--- src/hdl/kww_cfg.svh ---
// offsets, field positions, reset values and counts of the watchdog
`ifndef KWW_CFG_SVH
`define KWW_CFG_SVH
`define KWW_ADDR_CTRL     16'hF600
`define KWW_ADDR_CLR      16'hF604
`define KWW_ADDR_SET      16'hF608
`define KWW_ADDR_INV      16'hF60C
`define KWW_ADDR_STAT     16'hF610
`define KWW_ADDR_STCLR    16'hF614
`define KWW_ADDR_IEN      16'hF618
`define KWW_ADDR_CNT      16'hF61C
`define KWW_KEY           16'h5743
`define KWW_KEY_BE        4'hC
`define KWW_KEY_LSB       16
`define KWW_BIT_ON        15
`define KWW_BIT_WIN       0
`define KWW_RUN_LSB       8
`define KWW_RUN_MSB       12
`define KWW_ON_RST        1'b0
`define KWW_WIN_RST       1'b0
`define KWW_RUN_RST       5'h00
`define KWW_PS_MAX        5'h14
`define KWW_CNT_W         20
`define KWW_EVT_W         4
`define KWW_EVT_RST       4'h0
`endif

--- src/hdl/kww_pkg.sv ---
// types shared by the watchdog files
package kww_pkg;
   typedef logic [4:0] kww_scale_t;
   typedef logic [19:0] kww_count_t;
   // bit positions of the sticky event status
   typedef enum logic [1:0]
   {
      KWW_EVT_TIMEOUT = 2'b00,
      KWW_EVT_WAKE    = 2'b01,
      KWW_EVT_WINDOW  = 2'b10,
      KWW_EVT_BADKEY  = 2'b11
   } kww_evt_t;
endpackage

--- src/hdl/kww_postscale.sv ---
// postscaled tick counter giving the time-out of the watchdog
`timescale 1ns/1ps
`default_nettype none
`include "kww_cfg.svh"
module kww_postscale (
   input  wire logic              clk,
   input  wire logic              reset,
   input  wire logic              clear,
   input  wire logic              tick,
   input  wire kww_pkg::kww_scale_t scale,
   output logic [`KWW_CNT_W-1:0]  count,
   output logic                   expired,
   output logic                   halfDone
);
   logic [`KWW_CNT_W-1:0] count_ff;
   logic                  expired_ff;
   kww_pkg::kww_scale_t   scaleC;
   logic [`KWW_CNT_W-1:0] terminal;

   // codes above the longest period saturate
   assign scaleC   = (scale > `KWW_PS_MAX) ? `KWW_PS_MAX : scale;
   assign terminal = `KWW_CNT_W'((21'h000001 << scaleC) - 21'h000001);
   assign halfDone = (count_ff >= (terminal >> 1));
   assign count    = count_ff;
   assign expired  = expired_ff;

   // count low-power ticks, wrap on expiry
   always_ff @(posedge clk)
   begin
      if (reset || clear)
         count_ff <= '0;
      else if (tick && (count_ff == terminal))
         count_ff <= '0;
      else if (tick)
         count_ff <= count_ff + `KWW_CNT_W'(1);
   end

   // one-cycle expiry pulse
   always_ff @(posedge clk)
   begin
      if (reset)
         expired_ff <= 1'b0;
      else
         expired_ff <= tick && !clear && (count_ff == terminal);
   end
endmodule // kww_postscale
`default_nettype wire

--- src/hdl/kww_watchdog.sv ---
// keyed windowed watchdog with its Avalon-MM register slave
//
// Design decision made here: register access over Avalon-MM.
`timescale 1ns/1ps
`default_nettype none
`include "kww_cfg.svh"
module kww_watchdog (
   input  wire logic        clk,
   input  wire logic        reset,
   input  wire logic [15:0] avsAddress,
   input  wire logic        avsRead,
   input  wire logic        avsWrite,
   input  wire logic [31:0] avsWriteData,
   input  wire logic [3:0]  avsByteEnable,
   output logic      [31:0] avsReadData,
   output logic             avsWaitRequest,
   input  wire logic        lowPowerRcClock,
   input  wire logic        configWatchdogEnable,
   input  wire logic [4:0]  configPostscaleSetting,
   input  wire logic        sleepMode,
   input  wire logic        idleMode,
   output logic             deviceReset,
   output logic             wakeRequest,
   output logic             irq
);
   logic                    waitReq_ff;
   logic [31:0]             readData_ff;
   logic                    on_ff;
   logic                    windowModeEnable_ff;
   kww_pkg::kww_scale_t     runPostscaleValue_ff;
   logic                    needLoad_ff;
   logic                    rcPrev_ff;
   logic [`KWW_EVT_W-1:0]   status_ff;
   logic [`KWW_EVT_W-1:0]   irqEnable_ff;
   logic                    deviceReset_ff;
   logic                    wakeRequest_ff;
   logic                    irq_ff;
   logic                    access;
   logic                    request;
   logic [31:0]             byteMask;
   logic [31:0]             ctrlView;
   logic [31:0]             ctrlWrMask;
   logic [31:0]             nxt_ctrl;
   logic [31:0]             nxt_readData;
   logic                    ctrlHit;
   logic                    keyWrite;
   logic                    keyHit;
   logic                    badKey;
   logic                    windowViolation;
   logic                    wdtEnable;
   logic                    rcTick;
   logic                    lowPower;
   logic                    expired;
   logic                    halfDone;
   logic                    counterClear;
   logic [`KWW_CNT_W-1:0]   count;
   logic [`KWW_EVT_W-1:0]   events;

   assign avsWaitRequest = waitReq_ff;
   assign avsReadData    = readData_ff;
   assign deviceReset    = deviceReset_ff;
   assign wakeRequest    = wakeRequest_ff;
   assign irq            = irq_ff;

   // bus request decode
   assign request  = avsRead || avsWrite;
   assign access   = request && !waitReq_ff;
   assign byteMask = {{8{avsByteEnable[3]}}, {8{avsByteEnable[2]}},
                      {8{avsByteEnable[1]}}, {8{avsByteEnable[0]}}};
   assign ctrlHit  = (avsAddress == `KWW_ADDR_CTRL);

   // only the enable and window bits accept writes
   assign ctrlWrMask = byteMask & ((32'h00000001 << `KWW_BIT_ON)
                                 | (32'h00000001 << `KWW_BIT_WIN));

   // control as read: key reads zero, unimplemented bits zero
   always_comb
   begin
      ctrlView = 32'h00000000;
      ctrlView[`KWW_BIT_ON] = on_ff;
      ctrlView[`KWW_RUN_MSB:`KWW_RUN_LSB] = runPostscaleValue_ff;
      ctrlView[`KWW_BIT_WIN] = windowModeEnable_ff;
   end

   // key detection on the upper half-word
   assign keyWrite = access && avsWrite && ctrlHit
                     && (avsByteEnable[3] || avsByteEnable[2]);
   assign keyHit   = keyWrite && (avsByteEnable == `KWW_KEY_BE)
                     && (avsWriteData[31:`KWW_KEY_LSB] == `KWW_KEY);
   assign badKey   = keyWrite && !keyHit;
   // early restart in windowed mode counts as a failure
   assign windowViolation = keyHit && wdtEnable && windowModeEnable_ff
                            && !halfDone;

   // config enable overrides the software bit
   assign wdtEnable = configWatchdogEnable || on_ff;

   // rising edge of the low-power RC clock
   assign rcTick   = wdtEnable && lowPowerRcClock && !rcPrev_ff;
   assign lowPower = sleepMode || idleMode;
   assign counterClear = !wdtEnable || keyHit;

   kww_postscale u_postscale (
      .clk      (clk),
      .reset    (reset),
      .clear    (counterClear),
      .tick     (rcTick),
      .scale    (runPostscaleValue_ff),
      .count    (count),
      .expired  (expired),
      .halfDone (halfDone)
   );

   // edge memory of the RC clock
   always_ff @(posedge clk)
   begin
      if (reset)
         rcPrev_ff <= 1'b0;
      else
         rcPrev_ff <= lowPowerRcClock;
   end

   // one wait cycle, then one cycle of answer
   always_ff @(posedge clk)
   begin
      if (reset)
         waitReq_ff <= 1'b1;
      else
         waitReq_ff <= !(request && waitReq_ff);
   end

   // read data mux, captured as wait drops
   always_comb
   begin
      nxt_readData = 32'h00000000;
      case (avsAddress)
         `KWW_ADDR_CTRL: nxt_readData = ctrlView;
         `KWW_ADDR_STAT: nxt_readData = {28'h0000000, status_ff};
         `KWW_ADDR_IEN:  nxt_readData = {28'h0000000, irqEnable_ff};
         `KWW_ADDR_CNT:  nxt_readData = {12'h000, count};
         default:        nxt_readData = 32'h00000000;
      endcase
   end

   always_ff @(posedge clk)
   begin
      if (reset)
         readData_ff <= 32'h00000000;
      else if (avsRead && waitReq_ff)
         readData_ff <= nxt_readData;
      else if (!request)
         readData_ff <= 32'h00000000;
   end

   // direct, clear, set and invert writes to control
   always_comb
   begin
      nxt_ctrl = ctrlView;
      case (avsAddress)
         `KWW_ADDR_CTRL: nxt_ctrl = (ctrlView & ~ctrlWrMask)
                                  | (avsWriteData & ctrlWrMask);
         `KWW_ADDR_CLR:  nxt_ctrl = ctrlView
                                  & ~(avsWriteData & ctrlWrMask);
         `KWW_ADDR_SET:  nxt_ctrl = ctrlView
                                  | (avsWriteData & ctrlWrMask);
         `KWW_ADDR_INV:  nxt_ctrl = ctrlView
                                  ^ (avsWriteData & ctrlWrMask);
         default:        nxt_ctrl = ctrlView;
      endcase
   end

   // software enable bit
   always_ff @(posedge clk)
   begin
      if (reset)
         on_ff <= `KWW_ON_RST;
      else if (access && avsWrite)
         on_ff <= nxt_ctrl[`KWW_BIT_ON];
   end

   // window mode select
   always_ff @(posedge clk)
   begin
      if (reset)
         windowModeEnable_ff <= `KWW_WIN_RST;
      else if (access && avsWrite)
         windowModeEnable_ff <= nxt_ctrl[`KWW_BIT_WIN];
   end

   // postscale loaded after reset release, then tracks Run mode
   always_ff @(posedge clk)
   begin
      if (reset)
         needLoad_ff <= 1'b1;
      else
         needLoad_ff <= 1'b0;
   end

   always_ff @(posedge clk)
   begin
      if (reset)
         runPostscaleValue_ff <= `KWW_RUN_RST;
      else if (needLoad_ff)
         runPostscaleValue_ff <= configPostscaleSetting;
      else if (!lowPower)
         runPostscaleValue_ff <= configPostscaleSetting;
   end

   // device reset on time-out in Run mode or window failure
   always_ff @(posedge clk)
   begin
      if (reset)
         deviceReset_ff <= 1'b0;
      else
         deviceReset_ff <= (expired && !lowPower) || windowViolation;
   end

   // wake in place of reset while asleep or idle
   always_ff @(posedge clk)
   begin
      if (reset)
         wakeRequest_ff <= 1'b0;
      else
         wakeRequest_ff <= expired && lowPower;
   end

   // event bits, each a one-cycle cause
   always_comb
   begin
      events = `KWW_EVT_RST;
      events[kww_pkg::KWW_EVT_TIMEOUT] = expired && !lowPower;
      events[kww_pkg::KWW_EVT_WAKE]    = expired && lowPower;
      events[kww_pkg::KWW_EVT_WINDOW]  = windowViolation;
      events[kww_pkg::KWW_EVT_BADKEY]  = badKey;
   end

   // sticky status, a new event wins over the clear
   always_ff @(posedge clk)
   begin
      if (reset)
         status_ff <= `KWW_EVT_RST;
      else if (access && avsWrite && (avsAddress == `KWW_ADDR_STCLR))
         status_ff <= (status_ff & ~avsWriteData[`KWW_EVT_W-1:0]) | events;
      else
         status_ff <= status_ff | events;
   end

   // interrupt enable
   always_ff @(posedge clk)
   begin
      if (reset)
         irqEnable_ff <= `KWW_EVT_RST;
      else if (access && avsWrite && (avsAddress == `KWW_ADDR_IEN)
               && avsByteEnable[0])
         irqEnable_ff <= avsWriteData[`KWW_EVT_W-1:0];
   end

   // level interrupt
   always_ff @(posedge clk)
   begin
      if (reset)
         irq_ff <= 1'b0;
      else
         irq_ff <= |(status_ff & irqEnable_ff);
   end

   // checks next to the logic they guard
   key_restart_a: assert property (
      @(posedge clk) disable iff (reset)
      keyHit |=> (count == '0))
      else $error("valid key did not clear the counter");

   split_key_a: assert property (
      @(posedge clk) disable iff (reset)
      (keyWrite && (avsByteEnable != `KWW_KEY_BE))
      |=> status_ff[kww_pkg::KWW_EVT_BADKEY])
      else $error("wide or split key write not flagged");

   disabled_clear_a: assert property (
      @(posedge clk) disable iff (reset)
      !wdtEnable |=> (count == '0))
      else $error("counter moved while disabled");

   tick_only_a: assert property (
      @(posedge clk) disable iff (reset)
      (!rcTick && !counterClear) |=> $stable(count))
      else $error("counter moved without an RC edge");

   timeout_reset_a: assert property (
      @(posedge clk) disable iff (reset)
      (expired && !lowPower) |=> deviceReset_ff ##1 !deviceReset_ff)
      else $error("time-out did not pulse device reset");

   sleep_wake_a: assert property (
      @(posedge clk) disable iff (reset)
      (expired && lowPower && !windowViolation)
      |=> (wakeRequest_ff && !deviceReset_ff))
      else $error("time-out in low power did not wake");

   config_enable_a: assert property (
      @(posedge clk) disable iff (reset)
      configWatchdogEnable |-> wdtEnable)
      else $error("config enable did not force the watchdog on");

   run_follow_a: assert property (
      @(posedge clk) disable iff (reset)
      (!lowPower && !needLoad_ff) ##1 !lowPower
      |-> (runPostscaleValue_ff == $past(configPostscaleSetting)))
      else $error("run postscale does not follow config");

   unimpl_zero_a: assert property (
      @(posedge clk) disable iff (reset)
      (avsRead && waitReq_ff && ctrlHit)
      |=> (readData_ff[31:16] == 16'h0000)
          && (readData_ff[14:13] == 2'h0) && (readData_ff[7:1] == 7'h00))
      else $error("unimplemented control bits read nonzero");

   alias_set_a: assert property (
      @(posedge clk) disable iff (reset)
      (access && avsWrite && (avsAddress == `KWW_ADDR_SET)
       && avsByteEnable[0] && avsWriteData[`KWW_BIT_WIN])
      |=> windowModeEnable_ff)
      else $error("set alias did not set window mode");

   bus_answer_a: assert property (
      @(posedge clk) disable iff (reset)
      (request && waitReq_ff) |=> !waitReq_ff ##1 waitReq_ff)
      else $error("slave did not answer in one cycle");
endmodule // kww_watchdog
`default_nettype wire

--- config.mk ---
export PLATFORM = sky130hd
export DESIGN_NAME = kww_watchdog
export DESIGN_NICKNAME = d
export VERILOG_FILES = /design/src/hdl/kww_pkg.sv /design/src/hdl/kww_postscale.sv /design/src/hdl/kww_watchdog.sv
export VERILOG_INCLUDE_DIRS = /design/src /design/src/hdl
export SDC_FILE = /design/constraint.sdc
export NUM_CORES = 1
export LEC_CHECK = 0
export ABC_AREA = 1
export BUFFER_PORTS_ARGS = -buffer_cell sky130_fd_sc_hd__buf_4
export CAP_MARGIN = 30
export CORE_MARGIN = 1
export CORE_UTILIZATION = 47
export DETAILED_ROUTE_END_ITERATION = 10
export GPL_ROUTABILITY_DRIVEN = 0
export HOLD_SLACK_MARGIN = 0.1
export PLACE_DENSITY = 0.71
export SLEW_MARGIN = 0
export SYNTH_ARGS = -nofsm -noshare
export SYNTH_HDL_FRONTEND = slang
export SYNTH_SLANG_ARGS = --single-unit
export TNS_END_PERCENT = 100
--- constraint.sdc ---
create_clock -name clk -period 3.34 [get_ports clk]
set_input_delay 0.501 -clock clk [delete_from_list [all_inputs] [get_ports clk]]
set_output_delay 0.501 -clock clk [all_outputs]
set_load 0.01 [all_outputs]
Word level (Yosys, flattened, before mapping)
Cells that the tools add are included.
W data, S select, Z words.
{"block": "totals", "input_bits": 65, "ff_bits": 74}
{"block": "classes", "eq_ne": 13, "bitwise": 13, "muxes": 9, "shift": 1, "addsub": 2, "n_lt_le_gt_ge": 2, "reduce_logical": 41}
{"op": "$eq A16 B16 Y1 const B", "n": 8}
{"op": "$pmux W20 S4", "n": 1}
{"op": "$mux W32", "n": 2}
{"op": "$pmux W16 S4", "n": 1}
{"op": "$and A16 B16 Y16", "n": 3}
{"op": "$not A16 Y16", "n": 2}
{"op": "$or A16 B16 Y16", "n": 2}
{"op": "$logic_and A1 B1 Y1", "n": 22}
{"op": "$add A20 B1 Y20 const B", "n": 1}
{"op": "$eq A20 B20 Y1", "n": 1}
{"op": "$ge A20 B19 Y1", "n": 1}
{"op": "$shl A1 B5 Y20 const A", "n": 1}
{"op": "$sub A20 B1 Y20 const B", "n": 1}
{"op": "$eq A16 B15 Y1 const B", "n": 1}
{"op": "$xor A16 B16 Y16", "n": 1}
{"op": "$mux W5", "n": 3}
{"op": "$and A4 B4 Y4", "n": 2}
{"op": "$logic_not A1 Y1", "n": 8}
{"op": "$or A4 B4 Y4", "n": 2}
{"op": "$logic_or A1 B1 Y1", "n": 7}
{"op": "$gt A5 B5 Y1 const B", "n": 1}
{"op": "$eq A4 B4 Y1 const B", "n": 1}
{"op": "$mux W4", "n": 1}
{"op": "$not A4 Y4", "n": 1}
{"op": "7 further kinds", "n": 7}

Longest topological paths before layout
{"block": "depth", "depth_word": 12, "ltp_mapped": 25}

Modules after synthesis
Synthesis repeated with hierarchy kept, for this count alone.
{"block": "hier_totals", "hier_cells": 703, "hier_area_um2": 4678.2}
{"mod": "kww_postscale", "cells_per_inst": 386, "area_per_inst_um2": 2421.1, "n_inst": 1}
{"mod": "kww_watchdog", "cells_per_inst": 317, "area_per_inst_um2": 2257.2, "n_inst": 1}

Least setup slack after synthesis
No wires, ideal clock.
{"block": "synth_timing", "path_type": "register to register", "start": "register runPostscaleValue_ff[3]", "end": "register deviceReset_ff, in the netlist deviceReset", "path_buffers": 2, "slack_ns": 0.387, "period_less_slack_ns": 2.953, "arrival_time_ns": 2.883, "stages_incl_launch_ff": 26, "cell_sequence": "dfxtp_1 -> buf_6 -> o21ai_4 -> o21ai_2 -> nand2_1 -> inv_1 -> nand2_1 -> ha_1 -> nand2_2 -> nor2_2 -> buf_4 -> nand2_1 -> nand2_1 -> nand2_1 -> ha_1 -> a21oi_1 -> nor2_1 -> a211oi_1 -> nand2_1 -> nand2_1 -> nand2_1 -> nand2_1 -> nand2_1 -> nand2_1 -> o2111ai_1 -> a21oi_1"}
{"block": "synth_between", "elab_chain_len": 8}
{"item": "from (decl)", "line": "kww_watchdog.sv:30", "text": "kww_pkg::kww_scale_t runPostscaleValue_ff;"}
{"item": "from (signal assigned)", "line": "kww_watchdog.sv:202", "text": "runPostscaleValue_ff <= `KWW_RUN_RST;"}
{"item": "from (signal assigned)", "line": "kww_watchdog.sv:204", "text": "runPostscaleValue_ff <= configPostscaleSetting;"}
{"item": "from (signal assigned)", "line": "kww_watchdog.sv:206", "text": "runPostscaleValue_ff <= configPostscaleSetting;"}
{"item": "$gt A5 B5 Y1 (no source line)"}
{"item": "$mux W5 (*)", "line": "kww_postscale.sv:21", "text": "assign scaleC = (scale > `KWW_PS_MAX) ? `KWW_PS_MAX : scale;"}
{"item": "$shl A1 B5 Y20 (*)", "line": "kww_postscale.sv:22", "text": "assign terminal = `KWW_CNT_W'((21'h000001 << scaleC) - 21'h000001);"}
{"item": "$sub A20 B1 Y20 (*)", "line": "kww_postscale.sv:22"}
{"item": "$ge A20 B19 Y1 (*)", "line": "kww_postscale.sv:23", "text": "assign halfDone = (count_ff >= (terminal >> 1));"}
{"item": "$logic_not A1 Y1 (*)", "line": "kww_watchdog.sv:93", "text": "&& !halfDone;"}
{"item": "$logic_and A1 B1 Y1 (*)", "line": "kww_watchdog.sv:93"}
{"item": "$logic_or A1 B1 Y1 (*)", "line": "kww_watchdog.sv:215", "text": "deviceReset_ff <= (expired && !lowPower) || windowViolation;"}
{"item": "to (signal assigned)", "line": "kww_watchdog.sv:215"}
{"item": "to (decl)", "line": "kww_watchdog.sv:35", "text": "logic deviceReset_ff;"}
Every way passes the cells marked *; elsewhere a longest branch is shown, timed or not.
A chain may end at the register's enable or synchronous reset.

Worst setup path in the final report
{"block": "layout_timing", "start": "register runPostscaleValue_ff[4]", "end": "register deviceReset_ff, in the netlist deviceReset"}
The elaborated chain is that of the path after synthesis.

==> flow_summary.toml <==
[power]
power_density_mw_per_mm2 = 344
cellLeakagePower_nw = 2.50
irDropWorstVdd_uv = 230

[worst_setup_path]
crit_required_ps = 3620
reg2reg_from = "runPostscaleValue_ff[4]"
r2r_end = "deviceReset"
crit_type = "register to register"
crit_path_end_kind = "register"
worst_setup_path_start_kind = "register"
cp_max_fo = 11
r2r_slack_ps = 240
ff2ff_path_depth = 20
crit_arrival_ps = 3380

[clock_tree]
clk_latency_ps = 350
cts_buffers = 9
clock_sinks = 62
cts_buffer_depth = 2
cts.htree.levels = 3
root_buffer = "clkbuf_8"
postCtsHoldBufs = 0
tritoncts = "yes"
clkTransAtPathRegs_ps = 100

[floorplan]
die_w_um = 102
core_mm2 = 0.00942
pin_count = 101
die_y_um = 102
initial_utilization_pct = 49.5
dieArea_mm2 = 0.0103
num_rows = 35

[placed_design]
hpwlAfterDp_um = 10100
placed_cell_area_mm2 = 0.00538
portBuffers = 77

[run_status]
status = "complete, no violations"

[sta]
fin_crit_ps = 3100
drv_slew = 0
fmax_mhz = 322
hold_viol_final = 0
setup_viol = 0
relSlewSlack_pct = 51.0
finClkSkew_ps = 18.0
tightest_slew_ps = 731
period_share_pct = 92.9
hold_slack_ps = 364

[worst_hold_path]
hold_end = "rcPrev_ff"
min_path_type = "input pin to register"
min_from = "lowPowerRcClock"
holdPathStages = 3

[layout]
layout-drive-gt1-share_pct = 22.2
seqCellArea_mm2 = 0.00125
fillers = 867
finalNetCount = 892
antenna_cells = 0
multiInputGateArea_mm2 = 0.00290
fin_area_mm2 = 0.00564
area_growth_syn_to_layout_pct = 21.0

[logic_synthesis]
syn_inst = 710
synth_top_area_share_pct = 26.7
synth_seq_cells = 62
synth_top_area_cell = "dfxtp_1"
synth_area_leaders = "dfxtp_1 (27%), nand2_1 (12%), nand3_1 (8.0%)"
ys_types = 42
yosysSeqAreaShare_pct = 26.7
ys_warn_count = 0
avgSynthCellArea_um2 = 6.56
netlist_area_mm2 = 0.00466

[drt]
dr.pass1.iters = 4
routed_via_density = 5.31
antenna_left = 0
num_vias = 4971
drc = 0
drt_iter0_drc = 366
totalWireLength_um = 12800
avgRoutedWirePerCell_um = 13.7

[grt]
grt_start_max_net_pins = 34
grt_util_all_layers_pct = 26.1
grt_pass1_wl_um = 21300
antenna_found_initial = 0
overflow = 0
grt_pass1_vias = 4663

[job]
cap_violations = 0
[how the worst max path moves through the flow]
stage / endpoint / startpoint / slack (ps) / depth (start not counted)
2_1_floorplan: deviceReset / runPostscaleValue_ff[3] / 390 / 25
3_3_place_gp: deviceReset / runPostscaleValue_ff[2] / 200 / 23
3_5_place_dp: status_ff[2] / runPostscaleValue_ff[2] / 150 / 21
4_1_cts: deviceReset / runPostscaleValue_ff[2] / 120 / 21
5_1_grt: deviceReset / runPostscaleValue_ff[4] / -2 / 20
6_report: deviceReset / runPostscaleValue_ff[4] / 240 / 20
[area by class of cell]
class                      instances  share of cell area [%]
inverter                         102                    6.79
multi-input combinational        526                    51.4
sequential                        62                    22.1
tap                              129                    2.86
clock buffer                       9                    2.20
timing repair buffer             101                    13.5
clock inverter                     7                    1.09
[layout by cell type, fill, tap and decap left out, drive strengths merged]
master	n
clkinvlp	2
and3	2
nor4	5
o21a	1
inv	106
clkinv	1
or2	4
clkbuf	9
ha	25
nor2	91
a21oi	45
o211ai	2
a21boi	1
conb	12
xnor2	4
o221ai	3
buf	101
o21ai	24
nand3b	1
dfxtp	62
nand2	149
nand3	78
nor3	25
nand4	20
a41oi	1
a211oi	3
o22ai	7
o2111ai	5
xor2	18
[cells in the mapped netlist (all sizes together)]
cell type / instances
nand3b: 1
buf: 23
xor2: 18
or2: 4
nor3: 25
o221ai: 3
o211ai: 2
xnor2: 4
nand3: 78
nand4: 20
a211oi: 3
nor4: 5
a21oi: 45
conb: 1
a21boi: 1
o22ai: 7
o21a: 1
inv: 102
clkbuf: 8
o21ai: 24
nand2: 149
nor2: 91
a41oi: 1
dfxtp: 62
and3: 2
o2111ai: 5
ha: 25
[kinds of logic (layout without fill, tap and decap cells)]
kind of cell | count (synthesis) | after routing | share of synthesized area (%)
xor+xnor | 22 | 22 | 4.14
compound gates | 92 | 92 | 11.6
fa+ha+maj | 25 | 25 | 6.72
buf+inv | 133 | 219 | 12.9
other cells | 1 | 12 | 0.0805
simple gates | 375 | 375 | 37.9
flops | 62 | 62 | 26.7
[report_power, final]
group / internal [mW] / switching, mW
sequential: 0.747 / 0.0114
clock: 0.283 / 0.361
combinational: 0.211 / 0.327
[sequential cells by signal, summed over array words and instances, names as in the netlist, named ones only]
name	cells
needLoad_ff	1
wakeRequest	1
u_postscale.expired	1
deviceReset	1
status_ff	4
irqEnable_ff	4
irq	1
avsReadData	20
runPostscaleValue_ff	5
u_postscale.count	20
avsWaitRequest	1
rcPrev_ff	1
[critical path, cell delays in order, from the launching register on]
cell and delay, ps:
dfxtp_2 370, buf_4 160, inv_2 200, nor2_4 70, nand2_4 100, nand2_4 90
nor2_1 210, nor2_2 90, buf_4 140, nand3_1 100, nand2_1 90, ha_1 310
a21oi_1 180, nor3_1 60, a211oi_1 170, nand2_1 100, nand2_1 60, nand2_1 80
nand2_1 90, o2111ai_2 150, a21oi_1 200
[what timing repair did]
| item | 4_1_cts | 5_1_grt |
|---|---|---|
| resized for setup | 0 | 13 |
| endpoints found under the setup margin | 0 | 2 |
| setup buffers | 0 | 3 |
[per-stage QoR]
stage / worst slack, ps / power [mW] / TNS, ps / std cells / utilization [%]
final: 239 / 1.94 / 0 / 936 / 59.9
after global routing: -1.84 / 2.05 / -1.84 / 936 / 59.9
after CTS: 124 / 1.92 / 0 / 933 / 59.1
after detailed placement: 149 / 1.29 / 0 / 917 / 57.1
after global placement: 203 / 1.27 / 0 / 917 / 57.1
after floorplan: 387 / 1.14 / 0 / 721 / -
[metal layers]
| metal | share of wire [%] | vias to the layer above | global-route usage [%] |
|---|---|---|---|
| met5 | 0 | - | 0 |
| met4 | 1.3 | 0 | 6.58 |
| met3 | 5.2 | 18 | 3.93 |
| met2 | 48 | 181 | 45.0 |
| met1 | 46 | 2282 | 33.9 |
| li1 | - | 2490 | - |
No activity file was read; power rests on OpenSTA's default activity.
